<file path="config.mk">
export PLATFORM = sky130hd
export DESIGN_NAME = mcra_ctrl
export DESIGN_NICKNAME = d
export VERILOG_FILES = /design/src/mcra_pkg.sv /design/src/mcra_strap.sv /design/src/mcra_bitset.sv /design/src/mcra_ctrl.sv
export SDC_FILE = /design/constraint.sdc
export NUM_CORES = 1
export LEC_CHECK = 0
export ABC_AREA = 1
export BUFFER_PORTS_ARGS = -buffer_cell sky130_fd_sc_hd__buf_2
export CELL_PAD_IN_SITES_DETAIL_PLACEMENT = 2
export CELL_PAD_IN_SITES_GLOBAL_PLACEMENT = 2
export CORE_AREA = 2 2 375 377
export DETAILED_ROUTE_END_ITERATION = 7
export DIE_AREA = 0 0 377 379
export PLACE_DENSITY_LB_ADDON = 0.1
export SYNTH_ARGS = -nofsm -noshare
export SYNTH_HDL_FRONTEND = slang
export SYNTH_SLANG_ARGS = --single-unit
</file>
<file path="constraint.sdc">
create_clock -name clock -period 5.3 [get_ports clock]
set_input_delay 0.265 -clock clock [delete_from_list [all_inputs] [get_ports clock]]
set_output_delay 0.265 -clock clock [all_outputs]
set_load 0.01 [all_outputs]
</file>
<file path="src/mcra_pkg.sv">
/*
  mcra_pkg: constants and carrier types of the memory controller with
  remap and abort logic.
  assumes: one 125 MHz clock, synchronous active-high reset.
*/
// Overview of operation
// - strap low last 80 cycles: tri-state
// - split space: memories, external, peripherals
// - little-endian byte lanes only
// - after remap, primary sram at zero
// - extended bank decoded at 0x0010_0000
// - boot strap sampled last 10 cycles
// - strap picks external or internal boot memory
// - writing remap command bit swaps memories
// - chip selects 1..7 only after remap
// - remap sticks until a reset
// - abort on undefined external address
// - protected write aborts but still happens
// - no abort internal reads or peripherals
// - external unit serves middle region
// - per-bank waits, float, width
// - byte-select or byte-write on 16-bit bank
// - peripheral accesses forced to words
// - peripheral windows 16k, interrupt unit 4k
// - control register write-one commands
// - enable/disable registers drive status bits
package mcra_pkg;

  localparam int          STRAP_TRI_CYC    = 80;
  localparam int          STRAP_BOOT_CYC   = 10;
  localparam logic [31:0] INT_MEM_TOP      = 32'h0040_0000;
  localparam logic [31:0] PERIPH_BASE      = 32'hFFC0_0000;
  localparam logic [31:0] EXT_SRAM_BASE    = 32'h0010_0000;
  localparam logic [31:0] EXT_SRAM_SIZE    = 32'h0002_0000;
  localparam logic [31:0] PRIM_SRAM_BASE   = 32'h0030_0000;
  localparam logic [31:0] PRIM_SRAM_SIZE   = 32'h0000_2000;
  localparam logic [31:0] VEC_TOP          = 32'h0000_0020;
  localparam logic [31:0] ICU_BASE         = 32'hFFFF_F000;
  localparam logic [13:0] PERIPH_WIN_MASK  = 14'h3FFF;
  localparam logic [11:0] ICU_WIN_MASK     = 12'hFFF;
  localparam logic [31:0] REMAP_CTRL_ADDR  = 32'hFFE0_0020;
  localparam int          REMAP_BIT_POS    = 0;
  localparam int          NUM_BANKS        = 8;
  localparam logic [2:0]  BOOT_CS          = 3'h0;

  typedef enum logic [3:0] {
    MCRA_TGT_NONE = 4'b0001,
    MCRA_TGT_INT  = 4'b0010,
    MCRA_TGT_EXT  = 4'b0100,
    MCRA_TGT_PER  = 4'b1000
  } mcra_tgt_t;

  // processor request
  typedef struct packed {
    logic        valid;
    logic        write;
    logic        fetch;
    logic [1:0]  size;   // 0 byte, 1 half, 2 word
    logic [31:0] addr;
    logic [31:0] wdata;
  } mcra_req_t;

  // one external bank setting
  typedef struct packed {
    logic        enable;
    logic [31:0] base;
    logic [31:0] size;
    logic [3:0]  waits;
    logic [1:0]  float_cyc;
    logic        wide16;
    logic        byte_write;
  } mcra_bank_t;

  // routed access to the far side
  typedef struct packed {
    logic        valid;
    logic        write;
    logic [31:0] addr;
    logic [31:0] wdata;
    logic [3:0]  lanes;
    logic [2:0]  cs;
    logic [3:0]  waits;
    logic [1:0]  float_cyc;
    logic        wide16;
    logic        byte_write;
  } mcra_route_t;

  // little-endian lane enables
  function automatic logic [3:0] mcra_lanes(input logic [1:0] sz,
                                            input logic [1:0] a);
    case (sz)
      2'h0:    mcra_lanes = 4'h1 << a;
      2'h1:    mcra_lanes = a[1] ? 4'hC : 4'h3;
      default: mcra_lanes = 4'hF;
    endcase
  endfunction

endpackage

</file>
<file path="src/mcra_strap.sv">
/*
  mcra_strap: catches tri-state and boot straps before reset release.
  assumes: straps synchronous to clock; external reset low-active pin.
*/
`timescale 1ns/1ps
module mcra_strap
  import mcra_pkg::*;
(
  // clock and reset
  input  wire logic clock,
  input  wire logic reset,
  // pins
  input  wire logic external_reset_n,
  input  wire logic tristate_strap_n,
  input  wire logic boot_select_strap,
  // caught modes
  output logic      tristate_mode,
  output logic      boot_sel
);

  logic [6:0] tri_low_cnt_r;
  logic [3:0] boot_hi_cnt_r;
  logic [3:0] boot_lo_cnt_r;
  logic       rst_d_r;

  // count strap history while the pin reset is held
  always_ff @(posedge clock) begin
    if (reset || external_reset_n) begin
      tri_low_cnt_r <= 7'h00;
      boot_hi_cnt_r <= 4'h0;
      boot_lo_cnt_r <= 4'h0;
    end else begin
      tri_low_cnt_r <= tristate_strap_n ? 7'h00 :
        (tri_low_cnt_r == 7'(STRAP_TRI_CYC) ? tri_low_cnt_r
                                            : tri_low_cnt_r + 7'h01);
      boot_hi_cnt_r <= !boot_select_strap ? 4'h0 :
        (boot_hi_cnt_r == 4'(STRAP_BOOT_CYC) ? boot_hi_cnt_r
                                             : boot_hi_cnt_r + 4'h1);
      boot_lo_cnt_r <= boot_select_strap ? 4'h0 :
        (boot_lo_cnt_r == 4'(STRAP_BOOT_CYC) ? boot_lo_cnt_r
                                             : boot_lo_cnt_r + 4'h1);
    end
  end

  always_ff @(posedge clock) begin
    rst_d_r <= reset ? 1'b0 : !external_reset_n;
  end

  // latch at the pin release; the synchronous reset clears both modes
  always_ff @(posedge clock) begin
    if (reset) begin
      tristate_mode <= 1'b0;
      boot_sel      <= 1'b0;
    end else if (rst_d_r && external_reset_n) begin
      tristate_mode <= (tri_low_cnt_r == 7'(STRAP_TRI_CYC));
      // a boot strap that moved late keeps the previous mode
      if (boot_hi_cnt_r == 4'(STRAP_BOOT_CYC))
        boot_sel <= 1'b1;
      else if (boot_lo_cnt_r == 4'(STRAP_BOOT_CYC))
        boot_sel <= 1'b0;
    end
  end

endmodule // mcra_strap

</file>
<file path="src/mcra_bitset.sv">
/*
  mcra_bitset: enable/disable/status register set for one peripheral.
  assumes: write strobes are single-cycle, word data.
*/
`timescale 1ns/1ps
module mcra_bitset
  import mcra_pkg::*;
(
  // clock and reset
  input  wire logic        clock,
  input  wire logic        reset,
  // command writes
  input  wire logic        en_wr,
  input  wire logic        dis_wr,
  input  wire logic [31:0] wdata,
  // state
  output logic [31:0]      status
);

  // enable wins over disable in the same cycle
  always_ff @(posedge clock) begin
    if (reset)
      status <= 32'h0000_0000;
    else
      status <= (status & ~(dis_wr ? wdata : 32'h0000_0000))
                | (en_wr ? wdata : 32'h0000_0000);
  end

endmodule // mcra_bitset

</file>
<file path="src/mcra_ctrl.sv">
/*
  mcra_ctrl: address decode, remap, abort generation and peripheral
  word forcing between the processor and memories, external bus and
  peripheral bus.
  assumes: one access presented per cycle; answers routed next cycle.
*/
`timescale 1ns/1ps
module mcra_ctrl
  import mcra_pkg::*;
#(
  parameter logic HAS_EXT_BANK = 1'b1,
  parameter logic EXT_IS_ROM   = 1'b0
)(
  // clock and reset
  input  wire logic        clock,
  input  wire logic        reset,
  // pins
  input  wire logic        external_reset_n,
  input  wire logic        tristate_strap_n,
  input  wire logic        boot_select_strap,
  // processor side
  input  wire mcra_req_t   req,
  // external bank settings
  input  wire mcra_bank_t  bank [NUM_BANKS],
  input  wire logic        ext_protect,
  // peripheral enable/disable set
  input  wire logic        pset_en_wr,
  input  wire logic        pset_dis_wr,
  // outputs
  output mcra_route_t      int_acc,
  output mcra_route_t      ext_acc,
  output mcra_route_t      per_acc,
  output logic             int_sel_ext_bank,
  output logic             abort,
  output logic             remapped,
  output logic             tristate_mode,
  output logic             boot_sel,
  output logic [31:0]      ctrl_cmd,
  output logic [31:0]      pset_status
);

  logic        tri_w;
  logic        boot_w;
  logic [31:0] pset_w;
  logic        remap_r;
  mcra_tgt_t   tgt;
  logic        ext_hit;
  logic [2:0]  ext_cs;
  logic        int_ext_bank;
  logic        int_valid;
  logic [31:0] int_addr;
  logic        remap_wr;
  logic [31:0] per_addr;

  mcra_strap u_strap (
    .clock             (clock),
    .reset             (reset),
    .external_reset_n  (external_reset_n),
    .tristate_strap_n  (tristate_strap_n),
    .boot_select_strap (boot_select_strap),
    .tristate_mode     (tri_w),
    .boot_sel          (boot_w)
  );

  mcra_bitset u_pset (
    .clock  (clock),
    .reset  (reset),
    .en_wr  (pset_en_wr),
    .dis_wr (pset_dis_wr),
    .wdata  (req.wdata),
    .status (pset_w)
  );

  // region split by address
  always_comb begin
    if (!req.valid)
      tgt = MCRA_TGT_NONE;
    else if (req.addr < INT_MEM_TOP)
      tgt = MCRA_TGT_INT;
    else if (req.addr >= PERIPH_BASE)
      tgt = MCRA_TGT_PER;
    else
      tgt = MCRA_TGT_EXT;
  end

  // external bank lookup; only boot chip select before remap
  always_comb begin
    ext_hit = 1'b0;
    ext_cs  = BOOT_CS;
    for (int i = NUM_BANKS - 1; i >= 0; i--) begin
      if (bank[i].enable && req.addr >= bank[i].base
          && req.addr - bank[i].base < bank[i].size
          && (remap_r || 3'(i) == BOOT_CS)) begin
        ext_hit = 1'b1;
        ext_cs  = 3'(i);
      end
    end
  end

  // internal decode with remap swap of address zero
  always_comb begin
    int_valid    = 1'b0;
    int_ext_bank = 1'b0;
    int_addr     = req.addr;
    if (req.addr < PRIM_SRAM_SIZE && remap_r) begin
      int_valid = 1'b1;
      int_addr  = PRIM_SRAM_BASE | req.addr;
    end else if (HAS_EXT_BANK && req.addr >= EXT_SRAM_BASE
                 && req.addr < EXT_SRAM_BASE + EXT_SRAM_SIZE) begin
      int_valid    = 1'b1;
      int_ext_bank = 1'b1;
    end else if (!remap_r && req.addr < EXT_SRAM_SIZE && boot_w
                 && HAS_EXT_BANK) begin
      int_valid    = 1'b1;
      int_ext_bank = 1'b1;
      int_addr     = EXT_SRAM_BASE | req.addr;
    end else if (req.addr >= PRIM_SRAM_BASE
                 && req.addr < PRIM_SRAM_BASE + PRIM_SRAM_SIZE) begin
      int_valid = 1'b1;
    end
  end

  // boot from external chip select zero before remap
  logic boot_ext;
  assign boot_ext = !remap_r && (!boot_w || !HAS_EXT_BANK)
                    && req.addr < INT_MEM_TOP
                    && tgt == MCRA_TGT_INT && !int_valid;

  // peripheral addresses forced to word alignment
  assign per_addr = {req.addr[31:2], 2'b00};
  assign remap_wr = tgt == MCRA_TGT_PER && req.write
                    && per_addr == REMAP_CTRL_ADDR;

  // remap flag: set by command, cleared only by reset or the pin reset
  always_ff @(posedge clock) begin
    if (reset || !external_reset_n)
      remap_r <= 1'b0;
    else if (remap_wr && req.wdata[REMAP_BIT_POS])
      remap_r <= 1'b1;
  end

  // abort generation
  always_ff @(posedge clock) begin
    if (reset)
      abort <= 1'b0;
    else if (tgt == MCRA_TGT_EXT)
      abort <= !ext_hit;
    else if (tgt == MCRA_TGT_INT)
      abort <= req.write && int_ext_bank
               && (ext_protect || EXT_IS_ROM);
    else
      abort <= 1'b0;
  end

  // internal route; protected writes still issued
  always_ff @(posedge clock) begin
    if (reset) begin
      int_acc          <= '0;
      int_sel_ext_bank <= 1'b0;
    end else begin
      int_acc          <= '0;
      int_acc.valid    <= tgt == MCRA_TGT_INT && int_valid;
      int_acc.write    <= req.write;
      int_acc.addr     <= int_addr;
      int_acc.wdata    <= req.wdata;
      int_acc.lanes    <= mcra_lanes(req.size, req.addr[1:0]);
      int_sel_ext_bank <= int_ext_bank;
    end
  end

  // external route carries the bank timing and width
  always_ff @(posedge clock) begin
    if (reset) begin
      ext_acc <= '0;
    end else begin
      ext_acc            <= '0;
      ext_acc.valid      <= (tgt == MCRA_TGT_EXT && ext_hit) || boot_ext;
      ext_acc.write      <= req.write;
      ext_acc.addr       <= req.addr;
      ext_acc.wdata      <= req.wdata;
      ext_acc.lanes      <= mcra_lanes(req.size, req.addr[1:0]);
      ext_acc.cs         <= boot_ext ? BOOT_CS : ext_cs;
      ext_acc.waits      <= bank[boot_ext ? BOOT_CS : ext_cs].waits;
      ext_acc.float_cyc  <= bank[boot_ext ? BOOT_CS : ext_cs].float_cyc;
      // boot bank width follows the strap until remap
      ext_acc.wide16     <= boot_ext ? !boot_w
                            : bank[ext_cs].wide16;
      ext_acc.byte_write <= !boot_ext && bank[ext_cs].wide16
                            && bank[ext_cs].byte_write;
    end
  end

  // peripheral route: word only, full word-aligned address carried in addr
  always_ff @(posedge clock) begin
    if (reset) begin
      per_acc <= '0;
    end else begin
      per_acc       <= '0;
      per_acc.valid <= tgt == MCRA_TGT_PER;
      per_acc.write <= req.write;
      per_acc.addr  <= per_addr;
      per_acc.wdata <= req.wdata;
      per_acc.lanes <= 4'hF;
      // cs field holds window kind: 1 for the interrupt unit
      per_acc.cs    <= (req.addr >= ICU_BASE) ? 3'h1 : 3'h0;
    end
  end

  // write-one control commands, pulse for one cycle
  always_ff @(posedge clock) begin
    if (reset)
      ctrl_cmd <= 32'h0000_0000;
    else
      ctrl_cmd <= remap_wr ? req.wdata : 32'h0000_0000;
  end

  // registered copies of mode and state
  always_ff @(posedge clock) begin
    if (reset) begin
      remapped      <= 1'b0;
      tristate_mode <= 1'b0;
      boot_sel      <= 1'b0;
      pset_status   <= 32'h0000_0000;
    end else begin
      remapped      <= remap_r;
      tristate_mode <= tri_w;
      boot_sel      <= boot_w;
      pset_status   <= pset_w;
    end
  end

endmodule // mcra_ctrl

</file>
# Yosys cells after proc, flatten, opt, wreduce, memory -nomap -nowiden
# Cells that the tools add are included.
[op_classes] mux=47 eq_ne=8 reduce_logical=58 shifts=1 n_addsub=11 bitwise_logic=7 n_lt_le_gt_ge=27
[ops] op="73-bit binary-select mux with 3-bit select" n=2
[ops] op="32-bit >= comparator" n=8
[ops] op="32-bit < comparator" n=8
[ops] op="32-bit subtractor" n=8
[ops] op="32-bit >= comparator, second input constant" n=2
[ops] op="32-bit 2-to-1 mux" n=2
[ops] op="1-bit logical AND" n=42
[ops] op="21-bit 2-to-1 mux" n=2
[ops] op="32-bit AND" n=1
[ops] op="32-bit by 21-bit >= comparator with 1-bit output, second input constant" n=1
[ops] op="32-bit by 22-bit >= comparator with 1-bit output, second input constant" n=1
[ops] op="32-bit by 14-bit < comparator with 1-bit output, second input constant" n=1
[ops] op="32-bit by 18-bit < comparator with 1-bit output, second input constant" n=1
[ops] op="32-bit by 21-bit < comparator with 1-bit output, second input constant" n=1
[ops] op="32-bit by 22-bit < comparator with 1-bit output, second input constant" n=1
[ops] op="32-bit by 23-bit < comparator with 1-bit output, second input constant" n=1
[ops] op="32-bit inverter" n=1
[ops] op="32-bit bitwise OR" n=1
[ops] op="30-bit equality test, second input constant" n=1
[ops] op="3-bit 2-to-1 mux" n=9
[ops] op="22-bit 2-to-1 mux" n=1
[ops] op="1-bit 2-to-1 mux" n=21
[ops] op="4-bit 2-to-1 mux" n=4
[ops] op="8-bit 2-to-1 mux" n=2
[ops] op="other kinds (20)" n=37
[totals] wordCells=200 out_inout_bits=312 regBits=293 inputBits=661

# Depth between registers and ports, before layout
[depth] ltp_word=18 ltp_mapped=42 ltp_nobuf=41

# Hierarchy
# From an unflattened synthesis, not the netlist that was laid out.
[hier_totals] hier_cells=4237 area_unflattened_um2=28044.4
[by_module_without_submodules] mod="mcra_ctrl" cells_each=3955 seq_area_each_um2=3143.0 area_per_inst_um2=25823.5 instances=1
[by_module_without_submodules] mod="mcra_bitset" cells_each=169 seq_area_each_um2=640.6 area_per_inst_um2=1337.5 instances=1
[by_module_without_submodules] mod="mcra_strap" cells_each=113 seq_area_each_um2=360.3 area_per_inst_um2=883.3 instances=1

# Worst setup path before layout
# No wires, ideal clock.
[synth_path] path_type="input-to-reg" startpoint="input req[32] in the netlist's numbering" endpoint="register ext_acc[2] in the netlist's numbering" path_slack_ps=829 n_path_buf=1 arrival_time_ps=4358 setup_time_ps=112 required_ps=5188 stages=39 cell_sequence="inv_1 -> ha_1 -> fa_1 -> nand3b_1 -> nand2_1 -> nand2_1 -> nand2_1 -> nand2_1 -> nand2_1 -> a31oi_1 -> o21ai_0 -> a21oi_1 -> inv_1 -> nand3_1 -> nand2_1 -> nand2_1 -> nand2_1 -> xor2_1 -> (+3 left out) -> nor2_1 -> nand4_1 -> nor4_1 -> nand2_1 -> nand3_1 -> nand2_1 -> nand2_1 -> nand2_1 -> nand2_1 -> nand2_2 -> nand2_4 -> nand2_4 -> buf_6 -> or2_0 -> o211ai_1 -> nand2_1 -> nand2_1 -> nand2_1"
[synth_via] elab_chain_len=17 elab_cells_between_ends=85 classes_between="add/sub: 8; order compare: 24; eq/ne: 1; mux: 19; bitwise: 1; reduce/logical: 32"
[synth_lines] element="start, declared" line_no="mcra_ctrl.sv:22" text="input wire mcra_req_t req,"
[synth_lines] element="32-bit subtractor / 32-bit >= comparator (equally long branches)" line_no="mcra_ctrl.sv:92, mcra_ctrl.sv:91"
[synth_lines] element="32-bit < comparator / 1-bit logical AND (equally long branches)" line_no="mcra_ctrl.sv:92, mcra_ctrl.sv:91"
[synth_lines] element="1-bit logical AND" line_no="mcra_ctrl.sv:92" text="&& req.addr - bank[i].base < bank[i].size"
[synth_lines] element="1-bit logical AND" line_no="mcra_ctrl.sv:93" text="&& (remap_r || 3'(i) == BOOT_CS)) begin"
[synth_lines] element="3-bit 2-to-1 mux (8 in series)" line_no="mcra_ctrl.sv:91" text="if (bank[i].enable && req.addr >= bank[i].base"
[synth_lines] element="3-bit 2-to-1 mux *" line_no="mcra_ctrl.sv:184" text="ext_acc.float_cyc <= bank[boot_ext ? BOOT_CS : ext_cs].float_cyc;"
[synth_lines] element="3-bit inverter with 4-bit output *" line_no="mcra_ctrl.sv:184"
[synth_lines] element="73-bit binary-select mux with 3-bit select *" line_no="mcra_ctrl.sv:184"
[synth_lines] element="8-bit 2-to-1 mux * (2 in series)" line_no="mcra_ctrl.sv:184"
[synth_lines] element="end, declared" line_no="mcra_ctrl.sv:31" text="output mcra_route_t ext_acc,"
# Mark *: on every way between the ends. The rest lies on a longest branch, timed or not. The select of a mux whose other input is x is not followed.
# A chain may end at the register's enable or synchronous reset.

# Final worst setup path
[layout_path] startpoint="input req[34] in the netlist's numbering" endpoint="register ext_acc[3] in the netlist's numbering"
# The elaborated chain is that of the path after synthesis.

==> impl_metrics.toml <==
[floorplan]
dieArea_um2 = 143000
coreArea_um2 = 139000
io_pins = 973
fp-row-count = 137
die_h_um = 379
die_x_um = 377
start_util_pct = 20.0

[cts]
clkLatencyLatePin_ps = 530
cts_htree_levels = 1
post_cts_buffers = 0
cts.sinks = 207
numCtsBuffers = 21
clockBufferDepth = 3
clk_pin_slew_ps = 70
cts_tree = "built"
cts_root_buf = "clkbuf_16"

[sta]
tightest_slew_ps = 848
setup_violations = 0
fin_crit_sh_pct = 89.7
hold_viol = 0
clock.fmax_mhz = 210
fin_skew_ps = 9.36
rsz0062_at_grt = "no"
slew_violations = 0
slew_headroom_pct = 43.5
finalCriticalPeriod_ps = 4750

[placed_design]
place_inst = 6948
dp_hpwl_mm = 144
io_buffers = 948
globalplace.congestion = 0.872

[critical_path]
start_kind = "input pin"
crit_type = "input pin to flip-flop"
max_stage_delay_ps = 330
worstPathRequired_ps = 5730
cpMostUsedCell = "nand2_1"
critPathSlowestCell = "ha_1"
end_kind = "flip-flop"
r2r_slack_ps = 1910
critPathTopFamily = "simple AND/OR/NAND/NOR gates"
critPathMaxFanout = 13
critical_path_arrival_ps = 5190
cp_num_buf_inv = 5

[power_and_ir_drop]
p_leak_nw = 20.7
totalPowerFinal_mw = 6.95
p_per_area_nw_per_um2 = 193
vdd_drop_max_mv = 0.188

[global_routing]
use_met1_pct = 25.4
top_usage_layer = "met2"
gr-usage-met2_pct = 39.9
grt_max_degree = 135
grt_usage_pct = 21.5
grt_pass1_wl_mm = 223
antenna_found_initial = 71
grt_overflow = 0
grt_pass1_vias = 33700
met3_usage_pct = 3.06

[outcome]
outcome = "finished clean"

[synth]
synth_largest_area_cell = "ha_1"
synth-compound-area-share_pct = 17.1
syn_avg_cell_area_um2 = 6.64
synth_top_area_share_pct = 23.0
synthArstFlopShare_pct = 0
synthesis.area_um2 = 27800
ys_types = 67
synth_seq_cells = 207
synth_xor_area_share_pct = 7.69
synth.area.top_cells = "ha_1 23%, dfxtp_1 15%, inv_1 12%, nand2_1 9.3%, a21oi_1 7.1%"
synth_top_family_by_area = "adder cells"
ys.flop_type = "dfxtp_1"
synth_edf_count = 0
synthAdderAreaFrac_pct = 23.5
synthSimpleGateAreaFrac_pct = 19.8
synth.area.mux_share_pct = 0
ys.warnings.count = 0
yosysSeqAreaShare_pct = 14.9
synthesis.instances = 4184

[flow_run]
max_cap_violations = 0

[detailed_routing]
routed_wl_mm = 160
avgViaCountPerCell = 4.41
drc = 0
detail_route.iter0.violations = 1087
num_vias = 31000
wl_per_cell_um = 22.8
drt.antenna.violating_nets = 0
dr.pass1.iters = 4

[cells_and_area]
fillers = 17100
num-nets-final = 6369
layout-drive-gt1-share_pct = 23.5
fin_cells = 7030
syn2layout_area_growth_pct = 29.6

[hold_path]
hold_class = "input pin to flip-flop"
==> per-layer routing <==
metal	vias up	wire [um]
met2	693	80600
met5	-	343
met4	50	4990
li1	15400	-
met3	207	6500
met1	14700	68100
==> final cells by class <==
type	instances	area [um^2]	share of cell area (%)
Sequential cell	207	4140	11.5
Tap cell	1807	2260	6.28
Multi-Input combinational cell	2913	19000	52.9
Antenna cell	21	52.6	0.146
Inverter	899	3380	9.38
Clock buffer	26	554	1.54
Timing Repair Buffer	1148	6530	18.1
Clock inverter	9	63.8	0.177
==> cell usage in the layout (no fill, tap or decap), types with 8 or more instances in the layout <==
cell type      count
xnor2_1           80
conb_1            23
o211ai_1          18
ha_1             510
nand3_1          114
nand2_1          692
buf_2            947
a22o_1            24
nor2_1           337
nand4_1           45
a21o_1            22
clkbuf_16         21
diode_2           21
nor3_1            51
a21oi_1          396
dfxtp_1          207
a21oi_2           11
a211oi_1           8
o21ai_2           13
a31oi_1           41
o21ai_1           20
dlygate4sd3_1     26
buf_12            17
o221ai_1          10
buf_4            158
nor4_1            22
a21boi_1          10
a21boi_0          13
xor2_1           164
o21ai_0          165
o21a_1            27
o21bai_1          13
nand2_2            8
fa_1               8
inv_1            890
==> cell usage after synthesis (3+ instances only) <==
cell	count
inv_2	8
a221oi_1	4
xnor2_1	80
nand3b_1	7
o221ai_1	10
a211oi_1	9
nand2_1	692
a21o_1	22
dfxtp_1	207
nor2_2	4
clkbuf_1	21
a21oi_2	10
ha_1	510
nor2_1	337
nor3_1	51
o2111ai_1	3
nand3_2	5
buf_4	156
fa_1	8
xor2_1	164
o21bai_1	13
a21boi_0	13
o21ai_2	12
buf_6	5
inv_1	890
nand4_1	45
nor4_1	22
o21ai_1	20
a22o_1	24
or2_0	6
o211ai_1	18
a21oi_1	397
a21boi_1	10
o21a_1	27
nand2_2	8
and3_1	4
o31ai_1	6
a31oi_1	41
nand3_1	114
o21ai_0	166
nor3_2	4
==> report_power, final <==
group | internal (mW) | switching, mW
Sequential | 1.62 | 0.0503
Clock | 0.752 | 0.697
Combinational | 1.53 | 2.30
Total | 3.90 | 3.05
==> stage by stage <==
step / setup WS (ps) / TNS [ps] / area (um^2) / hold WS [ps] / utilization, %
after detailed placement: -233 / -1330 / 35100 / 414 / 25.3
after global placement: -152 / -839 / 35100 / 408 / 25.3
after floorplan: 829 / 0 / 27900 / 360 / -
after CTS: 345 / 0 / 35900 / 3.75 / 25.9
final: 546 / 0 / 36000 / 42.3 / 25.9
after global routing: 30.3 / 0 / 36000 / 33.0 / 25.9
==> worst min-delay path: stages <==
cell and delay, ps:
buf_2 110, nand2_1 60, nand2_1 50, o21ai_0 60
==> logic make-up (layout without fill, tap and decap cells) <==
logic type / after synthesis / count (layout)
AND/OR/NAND/NOR: 1309 / 1309
other: 1 / 44
AO/OA/AOI/OAI: 819 / 819
adder cells (fa/ha/maj): 518 / 518
flip-flops: 207 / 207
buffers and inverters: 1086 / 2082
XOR/XNOR: 244 / 244
==> flip-flops by register name, indices dropped and copies added, names as in the netlist <==
register / count
per_acc: 36
int_acc: 33
ctrl_cmd: 32
pset_status: 32
u_pset.status: 32
ext_acc: 18
u_strap.tri_low_cnt_r: 7
u_strap.boot_hi_cnt_r: 4
u_strap.boot_lo_cnt_r: 4
abort: 1
boot_sel: 1
int_sel_ext_bank: 1
remap_r: 1
remapped: 1
tristate_mode: 1
u_strap.boot_sel: 1
u_strap.rst_d_r: 1
u_strap.tristate_mode: 1
==> final timing paths <==
check / from / endpoint / cells after the start
max: req[34] / ext_acc[3] / 37
min: req[0] / u_pset.status[0] / 4
max reg2reg: remap_r / ext_acc[4] / 17
min reg2reg: u_strap.tristate_mode / tristate_mode / 2
==> repair_timing <==
item,CTS,global route
hold buffers,26,0
endpoints found under the hold margin,48,0
setup endpoints to repair,0,8
resized for setup,0,6
Note: power is estimated with default switching activity, not from simulation.
